### config.mk
export PLATFORM = sky130hd
export DESIGN_NAME = adc_conversion_sequencer
export DESIGN_NICKNAME = d
export VERILOG_FILES = /design/src/rtl/adc_seq_pkg.sv /design/src/rtl/conv_clk_divider.sv /design/src/rtl/adc_conversion_sequencer.sv
export SDC_FILE = /design/constraint.sdc
export NUM_CORES = 1
export LEC_CHECK = 0
export BUFFER_PORTS_ARGS = -buffer_cell sky130_fd_sc_hd__buf_2
export CAP_MARGIN = 40
export CORE_MARGIN = 3
export CORE_UTILIZATION = 32
export DETAILED_ROUTE_END_ITERATION = 12
export SLEW_MARGIN = 10
export SYNTH_ARGS = -nofsm -noshare
export SYNTH_HDL_FRONTEND = slang
export SYNTH_SLANG_ARGS = --single-unit
### constraint.sdc
create_clock -name aclk -period 4 [get_ports aclk]
set_input_delay 0.2 -clock aclk [delete_from_list [all_inputs] [get_ports aclk]]
set_output_delay 0.2 -clock aclk [all_outputs]
set_load 0.05 [all_outputs]
### src/rtl/adc_seq_pkg.sv
// Constants, register map and state type for the conversion sequencer.
// Assumes a single 100 MHz system clock and an AXI4-Lite register bus.
package adc_seq_pkg;
   // ------------------------------------------------------------
   // Register byte offsets
   // ------------------------------------------------------------
   localparam logic [7:0] OFS_CONTROL = 8'h00;
   localparam logic [7:0] OFS_CLOCK_REF = 8'h04;
   localparam logic [7:0] OFS_RESULT = 8'h08;
   localparam logic [7:0] OFS_FUNC_SEL = 8'h0C;

   // ------------------------------------------------------------
   // Field positions
   // ------------------------------------------------------------
   localparam int CTL_START_BIT = 7;
   localparam int CTL_BUSY_BIT = 6;
   localparam int CTL_POWER_BIT = 5;
   localparam int CTL_FORMAT_BIT = 4;
   localparam int CTL_CHAN_LSB = 0;
   localparam int CR_REF_HI_BIT = 4;
   localparam int CR_REF_LO_BIT = 3;
   localparam int CR_DIV_LSB = 0;
   localparam int CR_RANGE_BIT = 8;

   // ------------------------------------------------------------
   // Reset values
   // ------------------------------------------------------------
   localparam logic BUSY_RESET = 1'b1;
   localparam logic [3:0] CHAN_RESET = 4'h0;
   localparam logic [2:0] DIV_RESET = 3'h0;
   localparam logic [7:0] FUNC_SEL_RESET = 8'h00;
   localparam logic [11:0] RESULT_RESET = 12'h000;

   // ------------------------------------------------------------
   // Conversion timing and codes
   // ------------------------------------------------------------
   localparam int SAMPLE_CLKS = 4;
   localparam int CONVERT_CLKS = 12;
   localparam logic [3:0] SAMPLE_LAST = 4'(SAMPLE_CLKS - 1);
   localparam logic [3:0] CONVERT_LAST = 4'(CONVERT_CLKS - 1);
   localparam logic [1:0] REF_EXT_CODE = 2'h1;
   localparam logic [3:0] CHAN_AMP0 = 4'h8;
   localparam logic [3:0] CHAN_AMP1 = 4'h9;
   localparam logic [3:0] CHAN_HV_DET = 4'hA;
   localparam logic [3:0] CHAN_OVERCUR = 4'hB;
   localparam logic [3:0] CHAN_BANDGAP = 4'hF;
   localparam int CLK_PERIOD_NS = 10;
   localparam int CONV_CLK_MIN_NS = 500;
   localparam int CONV_CLK_MAX_NS = 10000;

   // ------------------------------------------------------------
   // Bus responses and sequencer states
   // ------------------------------------------------------------
   localparam logic [1:0] RESP_OKAY = 2'h0;
   localparam logic [1:0] RESP_SLVERR = 2'h2;

   typedef enum logic [1:0] {
      ST_IDLE = 2'h0,
      ST_ARMED = 2'h1,
      ST_SAMPLE = 2'h3,
      ST_CONVERT = 2'h2
   } seq_state_type;
endpackage

### src/rtl/conv_clk_divider.sv
// Conversion clock divider: one tick every 2**div_sel system clocks.
// Assumes clear is driven from logic on the same clock.
`timescale 1ns/100ps
module conv_clk_divider #(
   parameter int SEL_W = 3
) (
   // Clock and reset
   input wire logic aclk,
   input wire logic aresetn,
   // Control
   input wire logic clear,
   input wire logic [SEL_W-1:0] div_sel,
   // Divided clock as a one-cycle enable
   output logic tick
);
   localparam int CNT_W = (1 << SEL_W) - 1;

   logic [CNT_W-1:0] count;
   logic [CNT_W-1:0] mask;

   // ------------------------------------------------------------
   // Parameter check
   // ------------------------------------------------------------
   generate
      if (SEL_W < 1 || SEL_W > 4) begin : g_bad_width
         $error("conv_clk_divider: SEL_W must lie in 1..4");
      end
   endgenerate

   // ------------------------------------------------------------
   // Free counter; clear realigns the first tick to a phase start
   // ------------------------------------------------------------
   always_ff @(posedge aclk) begin
      if (!aresetn || clear) begin
         count <= '0;
      end else begin
         count <= count + 1'b1;
      end
   end

   // Low div_sel bits of the counter all set marks the divided edge
   always_comb begin
      mask = CNT_W'((1 << div_sel) - 1);
      tick = ((count & mask) == mask);
   end
endmodule

### src/rtl/adc_conversion_sequencer.sv
// Conversion sequencer for a 12-bit successive-approximation converter.
// Assumes the core, the analog mux and port logic run on aclk.
`timescale 1ns/100ps
module adc_conversion_sequencer
   import adc_seq_pkg::*;
#(
   parameter int RESULT_W = 12,
   parameter int PINS = 8
) (
   // Clock and reset
   input wire logic aclk,
   input wire logic aresetn,
   // AXI4-Lite write address and data
   input wire logic [7:0] s_axi_awaddr,
   input wire logic s_axi_awvalid,
   output logic s_axi_awready,
   input wire logic [31:0] s_axi_wdata,
   input wire logic [3:0] s_axi_wstrb,
   input wire logic s_axi_wvalid,
   output logic s_axi_wready,
   // AXI4-Lite write response
   output logic [1:0] s_axi_bresp,
   output logic s_axi_bvalid,
   input wire logic s_axi_bready,
   // AXI4-Lite read
   input wire logic [7:0] s_axi_araddr,
   input wire logic s_axi_arvalid,
   output logic s_axi_arready,
   output logic [31:0] s_axi_rdata,
   output logic [1:0] s_axi_rresp,
   output logic s_axi_rvalid,
   input wire logic s_axi_rready,
   // Converter core
   output logic core_power_up,
   output logic core_reset,
   output logic core_clk_tick,
   output logic core_sample,
   output logic core_convert,
   input wire logic [RESULT_W-1:0] core_result,
   // Reference and input multiplexer
   output logic ref_sel_ext,
   output logic [PINS-1:0] ext_input_sel,
   output logic [4:0] int_source_sel,
   output logic input_floating,
   // Interrupt controller request
   output logic conv_done,
   // Port pin control
   input wire logic [PINS-1:0] pin_pullup_req,
   input wire logic [PINS-1:0] pin_dir_out_req,
   output logic [PINS-1:0] pin_digital_en,
   output logic [PINS-1:0] pin_pullup_en,
   output logic [PINS-1:0] pin_output_en
);
   // ------------------------------------------------------------
   // Parameter check
   // ------------------------------------------------------------
   generate
      if (RESULT_W != 12 || PINS != 8) begin : g_bad_param
         $error("adc_conversion_sequencer: only 12-bit result, 8 pins served");
      end
   endgenerate

   // ------------------------------------------------------------
   // Declarations
   // ------------------------------------------------------------
   logic aw_held, w_held, do_write;
   logic [7:0] wr_addr;
   logic [7:0] wr_byte;
   logic wr_lane;
   logic start, start_prev, start_rise, start_fall;
   logic power, format, ref_sel_hi, ref_sel_lo, busy;
   logic [3:0] input_channel_sel;
   logic [2:0] conv_clk_div_sel;
   logic [PINS-1:0] port_a_func_sel;
   logic [RESULT_W-1:0] result;
   logic [3:0] phase_cnt;
   logic tick, range_bad;
   logic [31:0] rd_value;
   logic rd_hit;
   seq_state_type state;

   // Divided conversion period outside the recommended window
   function automatic logic period_out_of_range(input logic [2:0] sel);
      int period_ns;
      period_ns = CLK_PERIOD_NS * (1 << sel);
      return (period_ns < CONV_CLK_MIN_NS) || (period_ns > CONV_CLK_MAX_NS);
   endfunction

   // ------------------------------------------------------------
   // AXI4-Lite write channel: address and data taken in any order
   // ------------------------------------------------------------
   assign s_axi_awready = !aw_held && !s_axi_bvalid;
   assign s_axi_wready = !w_held && !s_axi_bvalid;
   assign do_write = aw_held && w_held && !s_axi_bvalid;

   always_ff @(posedge aclk) begin
      if (!aresetn) begin
         aw_held <= 1'b0;
         w_held <= 1'b0;
         wr_addr <= 8'h00;
         wr_byte <= 8'h00;
         wr_lane <= 1'b0;
      end else begin
         if (s_axi_awvalid && s_axi_awready) begin
            aw_held <= 1'b1;
            wr_addr <= {s_axi_awaddr[7:2], 2'h0};
         end else if (do_write) begin
            aw_held <= 1'b0;
         end
         if (s_axi_wvalid && s_axi_wready) begin
            w_held <= 1'b1;
            wr_byte <= s_axi_wdata[7:0];
            wr_lane <= s_axi_wstrb[0];
         end else if (do_write) begin
            w_held <= 1'b0;
         end
      end
   end

   // Response once both halves are in; unmapped writes get SLVERR
   always_ff @(posedge aclk) begin
      if (!aresetn) begin
         s_axi_bvalid <= 1'b0;
         s_axi_bresp <= RESP_OKAY;
      end else if (do_write) begin
         s_axi_bvalid <= 1'b1;
         if (wr_addr == OFS_CONTROL || wr_addr == OFS_CLOCK_REF ||
             wr_addr == OFS_RESULT || wr_addr == OFS_FUNC_SEL) begin
            s_axi_bresp <= RESP_OKAY;
         end else begin
            s_axi_bresp <= RESP_SLVERR;
         end
      end else if (s_axi_bready) begin
         s_axi_bvalid <= 1'b0;
      end
   end

   // ------------------------------------------------------------
   // Software registers; only byte lane 0 carries fields
   // ------------------------------------------------------------
   always_ff @(posedge aclk) begin
      if (!aresetn) begin
         start <= 1'b0;
         power <= 1'b0;
         format <= 1'b0;
         input_channel_sel <= CHAN_RESET;
      end else if (do_write && wr_lane && wr_addr == OFS_CONTROL) begin
         start <= wr_byte[CTL_START_BIT];
         power <= wr_byte[CTL_POWER_BIT];
         format <= wr_byte[CTL_FORMAT_BIT];
         input_channel_sel <= wr_byte[CTL_CHAN_LSB +: 4];
      end
   end

   always_ff @(posedge aclk) begin
      if (!aresetn) begin
         ref_sel_hi <= 1'b0;
         ref_sel_lo <= 1'b0;
         conv_clk_div_sel <= DIV_RESET;
         port_a_func_sel <= FUNC_SEL_RESET;
      end else if (do_write && wr_lane) begin
         if (wr_addr == OFS_CLOCK_REF) begin
            ref_sel_hi <= wr_byte[CR_REF_HI_BIT];
            ref_sel_lo <= wr_byte[CR_REF_LO_BIT];
            conv_clk_div_sel <= wr_byte[CR_DIV_LSB +: 3];
         end
         if (wr_addr == OFS_FUNC_SEL) begin
            port_a_func_sel <= wr_byte;
         end
      end
   end

   // ------------------------------------------------------------
   // Start edge detection on the software bit
   // ------------------------------------------------------------
   always_ff @(posedge aclk) begin
      if (!aresetn) begin
         start_prev <= 1'b0;
      end else begin
         start_prev <= start;
      end
   end

   assign start_rise = start && !start_prev;
   assign start_fall = !start && start_prev;

   // ------------------------------------------------------------
   // Conversion clock divider, realigned while armed
   // ------------------------------------------------------------
   conv_clk_divider #(
      .SEL_W(3)
   ) u_div (
      .aclk(aclk),
      .aresetn(aresetn),
      .clear(state == ST_ARMED),
      .div_sel(conv_clk_div_sel),
      .tick(tick)
   );

   // ------------------------------------------------------------
   // Sequencer: waits in ST_ARMED for start to fall; software only sees busy
   // ------------------------------------------------------------
   always_ff @(posedge aclk) begin
      if (!aresetn) begin
         state <= ST_IDLE;
         busy <= BUSY_RESET;
         phase_cnt <= 4'h0;
         result <= RESULT_RESET;
         conv_done <= 1'b0;
         core_reset <= 1'b0;
      end else begin
         conv_done <= 1'b0;
         core_reset <= 1'b0;
         if (!power) begin
            state <= ST_IDLE;
         end else if (start_rise) begin
            // A new rising edge restarts even a conversion in flight
            state <= ST_ARMED;
            busy <= 1'b1;
            core_reset <= 1'b1;
         end else begin
            case (state)
               ST_ARMED: begin
                  if (start_fall) begin
                     state <= ST_SAMPLE;
                     phase_cnt <= 4'h0;
                  end
               end
               ST_SAMPLE: begin
                  if (tick) begin
                     if (phase_cnt == SAMPLE_LAST) begin
                        state <= ST_CONVERT;
                        phase_cnt <= 4'h0;
                     end else begin
                        phase_cnt <= phase_cnt + 4'h1;
                     end
                  end
               end
               ST_CONVERT: begin
                  if (tick) begin
                     if (phase_cnt == CONVERT_LAST) begin
                        state <= ST_IDLE;
                        busy <= 1'b0;
                        result <= core_result;
                        conv_done <= 1'b1;
                     end else begin
                        phase_cnt <= phase_cnt + 4'h1;
                     end
                  end
               end
               default: begin
                  state <= ST_IDLE;
               end
            endcase
         end
      end
   end

   // Tick strobe and phase levels to the core
   assign core_clk_tick = tick && (state == ST_SAMPLE || state == ST_CONVERT);
   assign core_sample = (state == ST_SAMPLE);
   assign core_convert = (state == ST_CONVERT);

   // ------------------------------------------------------------
   // Analog routing, registered so the mux never sees a glitch
   // ------------------------------------------------------------
   always_ff @(posedge aclk) begin
      if (!aresetn) begin
         core_power_up <= 1'b0;
         ref_sel_ext <= 1'b0;
         ext_input_sel <= '0;
         int_source_sel <= 5'h00;
         input_floating <= 1'b0;
      end else begin
         core_power_up <= power;
         ref_sel_ext <= ({ref_sel_hi, ref_sel_lo} == REF_EXT_CODE);
         ext_input_sel <= '0;
         int_source_sel <= 5'h00;
         input_floating <= 1'b0;
         if (!input_channel_sel[3]) begin
            ext_input_sel[input_channel_sel[2:0]] <= 1'b1;
         end else begin
            case (input_channel_sel)
               CHAN_AMP0: int_source_sel[0] <= 1'b1;
               CHAN_AMP1: int_source_sel[1] <= 1'b1;
               CHAN_HV_DET: int_source_sel[2] <= 1'b1;
               CHAN_OVERCUR: int_source_sel[3] <= 1'b1;
               CHAN_BANDGAP: int_source_sel[4] <= 1'b1;
               default: input_floating <= 1'b1;
            endcase
         end
      end
   end

   // ------------------------------------------------------------
   // Pin ownership: analog selection wins over port settings
   // ------------------------------------------------------------
   always_ff @(posedge aclk) begin
      if (!aresetn) begin
         pin_digital_en <= '1;
         pin_pullup_en <= '0;
         pin_output_en <= '0;
      end else begin
         pin_digital_en <= ~port_a_func_sel;
         pin_pullup_en <= pin_pullup_req & ~port_a_func_sel;
         pin_output_en <= pin_dir_out_req & ~port_a_func_sel;
      end
   end

   // ------------------------------------------------------------
   // AXI4-Lite read channel, one read at a time
   // ------------------------------------------------------------
   assign range_bad = period_out_of_range(conv_clk_div_sel);

   always_comb begin
      rd_value = 32'h0000_0000;
      rd_hit = 1'b1;
      case ({s_axi_araddr[7:2], 2'h0})
         OFS_CONTROL: rd_value[7:0] = {start, busy, power, format, input_channel_sel};
         OFS_CLOCK_REF: rd_value[8:0] = {range_bad, 3'h0, ref_sel_hi, ref_sel_lo,
                                         conv_clk_div_sel};
         // Format bit picks left or right justified result
         OFS_RESULT: rd_value[15:0] = format ? {4'h0, result} : {result, 4'h0};
         OFS_FUNC_SEL: rd_value[7:0] = port_a_func_sel;
         default: rd_hit = 1'b0;
      endcase
   end

   assign s_axi_arready = !s_axi_rvalid;

   always_ff @(posedge aclk) begin
      if (!aresetn) begin
         s_axi_rvalid <= 1'b0;
         s_axi_rdata <= 32'h0000_0000;
         s_axi_rresp <= RESP_OKAY;
      end else if (s_axi_arvalid && s_axi_arready) begin
         s_axi_rvalid <= 1'b1;
         s_axi_rdata <= rd_value;
         s_axi_rresp <= rd_hit ? RESP_OKAY : RESP_SLVERR;
      end else if (s_axi_rready) begin
         s_axi_rvalid <= 1'b0;
      end
   end
endmodule

==> metrics.md <==
| Metric | Value |
|---|---|
| Worst Slack Setup Final | 0.784 ns |
| Power Density | approximately 470 nW/um^2 |
| Starting Density | 33.2% |
| Core Footprint | roughly 16000 um^2 |
| Drt wl/cell | between 10 and 15 um |
| Async S/R FF share, synth | 0% |
| Final hold vios | 0 |
| Max stage delay on crit path | ~0.54 ns |
| Clock tree buffer depth | 2 |
| Final setup fails | 0 |
| Synth-to-layout area growth | 24.9% |
| Die height | around 140 um |
| RePlAce Congestion | 0.837 |
| # DRC | 0 |
| Total track usage | ~15% |
| Setup tns final | 0 ns |
| Peak VDD IR | a little over 0.0003 V |
| Crit-path cells | nor3b_1 -> inv_1 -> ha_1 -> and3_1 -> a211oi_2 -> nor2_2 -> nor3_1 -> buf_2 |
| Top cell type's share of synthesized area | 47.0% |
| Setup repair bufs after CTS | 0 |
| Crit Path Class | reg2out |
| GRT overflow | 0 |
| DPL Wire Length | a little under 10 mm |
| Total CTS buffers | 17 |
| Most area-consuming cells after synthesis | dfxtp_1 (47%), a21oi_1 (5.1%), mux2i_1 (4.9%), nor2_1 (4.3%), nand2_1 (4.2%) |
| Die X | 135 um |
| Element type at the critical path end | output port |
| CTS Sinks | between 100 and 150 |
| Synth Warn # | 0 |
| Total wire length | around 14 mm |
| Final Critical Period | 3.22 ns |
| WP data required | around 3.8 ns |
| Peak Freq | 0.311 GHz |
| Largest net degree at the start of global routing | 51 |
| CTS resizes | 0 |
| Worst Max-Slew Pin Slew | between 0.8 and 0.9 ns |
| Status | finished, final reports clean |
| Initial DRC Count | 297 |
| Leading area contributor after synthesis | dfxtp_1 |
| Seq cells post-synth | 126 |
| Worst slew margin | 45.8% |
| Antenna viol nets, final | 0 |
| Synth Instances | between 600 and 700 |
| Tcrit/Tclk final | around four fifths |
| Clk pin slew, worst setup/hold paths | roughly 0.060 ns |
| Io pins | 173 |
| Count of different cell masters after synthesis | a little over 60 |
| Antenna Cells | 0 |
| H-tree levels | 4 |
| Vias in the first global route | 4200 |
| Tightest Hold Check Type | in2reg |
| DR vias | 4536 |
| Die area | 18400 um^2 |
| Final #Nets | between 800 and 900 |
| Avg Vias per Cell | 4.77 |
| Hold buffer count at CTS | 0 |
| Crit start category | flop |
| CP arrival | around 3.0 ns |
| Num rows | 46 |
| Setup WS pre-CTS | roughly 1.0 ns |
| Unrepaired setup endpoints after global routing | no |
| Router iterations before antenna repair | 4 |
| Max-cap check violation count | 0 |
| Lkg Pwr | 2.81 nW |
| Global-route wire length before repair | 21.7 mm |
| Slowest-stage cell, CP | dfxtp_1 |
| Sequential area share after synthesis | between 40% and 50% |
| Initial antenna violation count | 0 |
| Crit path max fanout | 13 |
| Clock Skew | just over 0.008 ns |
| Slew Limit Fails | 0 |
| CTS tree | done |
| Mapped Avg Cell Area | ~9 um^2 |
| Latest clock arrival within the worst-skew pair | about 0.41 ns |
| Root buf cell | clkbuf_16 |
| Cell Area, Synth | between 5000 and 6000 um^2 |
| Ys flop type | dfxtp_1 |
| Share of cells above drive strength 1 | a little under a quarter |
| EDFF count, synth | 0 |
| IO buf count | about 120 |
-- sequential cells by signal, summed over array words and instances (netlist names), 2 cells and up --
| signal | count |
|---|---|
| wr_addr | 6 |
| phase_cnt | 4 |
| pin_digital_en | 8 |
| ext_input_sel | 8 |
| state | 2 |
| s_axi_rdata | 16 |
| wr_byte | 8 |
| int_source_sel | 5 |
| u_div.count | 7 |
| pin_pullup_en | 8 |
| pin_output_en | 8 |
| input_channel_sel | 4 |
| conv_clk_div_sel | 3 |
| port_a_func_sel | 8 |
| result | 12 |
-- cells in the mapped netlist (3+ instances only) --
cell type	count
dfxtp_1	126
nor2_1	61
nand2_1	60
a21oi_1	55
o21ai_0	40
mux2i_1	26
clkbuf_1	23
nand3_1	23
buf_4	20
nor3b_1	20
inv_1	19
ha_1	14
and2_1	10
nor3_1	10
a22oi_1	7
and3_1	6
a2bb2oi_1	5
buf_2	5
nand2b_1	5
nor2b_1	5
a31oi_1	4
xnor2_1	4
a21o_1	3
nand4_1	3
nor4_1	3
nor4b_1	3
or2b_1	3
xor2_1	3
-- cells in the final DEF (no fill, tap or decap), types with 3 or more instances in the layout --
master      Yosys  routed
conb_1          1      21
xnor2_1         4       4
xor2_1          3       3
nor3_1         10      10
a2bb2oi_1       5       5
a31oi_1         4       4
buf_4          20       3
mux2i_1        26      26
nor3b_1        20      20
nor4_1          3       3
clkinvlp_4      0       3
nand2_1        60      60
ha_1           14      14
dfxtp_1       126     126
buf_2           5     123
and3_1          6       6
nor4b_1         3       3
clkinv_2        0       5
nor2b_1         5       5
nand2b_1        5       5
nor2_1         61      61
or2b_1          3       3
o21ai_0        40      40
clkbuf_16       0      17
nand3_1        23      23
bufinv_16       0       4
a21o_1          3       3
a21oi_1        55      55
nand4_1         3       3
and2_1         10      10
a22oi_1         7       7
inv_1          19      19
-- final timing paths --
| path | start | endpoint | slack (ns) | cells past startpoint |
|---|---|---|---|---|
| min reg2reg | wr_byte[6]$_SDFFE_PN0P_ | port_a_func_sel[6]$_SDFFE_PN0P_ | 0.45 | 2 |
| max reg2reg | conv_clk_div_sel[0]$_SDFFE_PN0P_ | s_axi_rdata[8]$_SDFFE_PN0P_ | 1.00 | 9 |
| min | s_axi_awaddr[5] | wr_addr[5]$_SDFFE_PN0P_ | 0.02 | 3 |
| max | conv_clk_div_sel[0]$_SDFFE_PN0P_ | core_clk_tick | 0.78 | 8 |
-- per-layer routing --
layer / vias up / routed length (um) / GRT usage (%)
li1: 2295 / - / -
met1: 2105 / 6710 / 20.2
met2: 118 / 6130 / 23.3
met3: 18 / 716 / 4.98
met4: 0 / 164 / 3.98
met5: - / 0 / 0
-- stage by stage --
stage,util (%),power [mW],cell area (um^2),std cells,hold WS [ns]
after floorplan,-,1.51,5440,625,0.336
after global placement,37.6,1.55,6080,917,0.433
after detailed placement,37.6,1.56,6080,918,0.445
after CTS,41.4,3.18,6700,950,0.00508
after global routing,41.4,3.25,6700,950,0.0228
final,41.4,3.14,6700,950,0.0208
-- worst max-delay path, delay by kind of cell, from the launching register on --
kind	cells	cell delay, ns
compound gates	1	0.29
flops	1	0.54
fa+ha+maj	1	0.29
simple gates	4	1.05
buf+inv	2	0.42
-- final cells by class --
class,count,area [um^2]
multi-input combinational,430,2580
tap,216,270
timing repair buffer,126,638
sequential,126,2520
inverter,20,75.1
clock buffer,17,425
clock inverter,15,194
fill,1651,9470
-- power breakdown --
part / internal, mW / switching (mW) / total (mW)
logic: 0.0593 / 0.168 / 0.227
registers: 1.28 / 0.0179 / 1.30
clock network: 1.04 / 0.572 / 1.61
-- cell families after synthesis --
family | count (synthesis) | share of synthesized area (%)
flip-flops | 126 | 47.0
AO/OA/AOI/OAI | 133 | 14.9
XOR/XNOR | 7 | 1.14
multiplexers | 27 | 5.06
buffers and inverters | 69 | 6.34
AND/OR/NAND/NOR | 227 | 21.8
adder cells (fa/ha/maj) | 15 | 3.64
other | 1 | 0.0699
(Power assumes the default switching activity.)
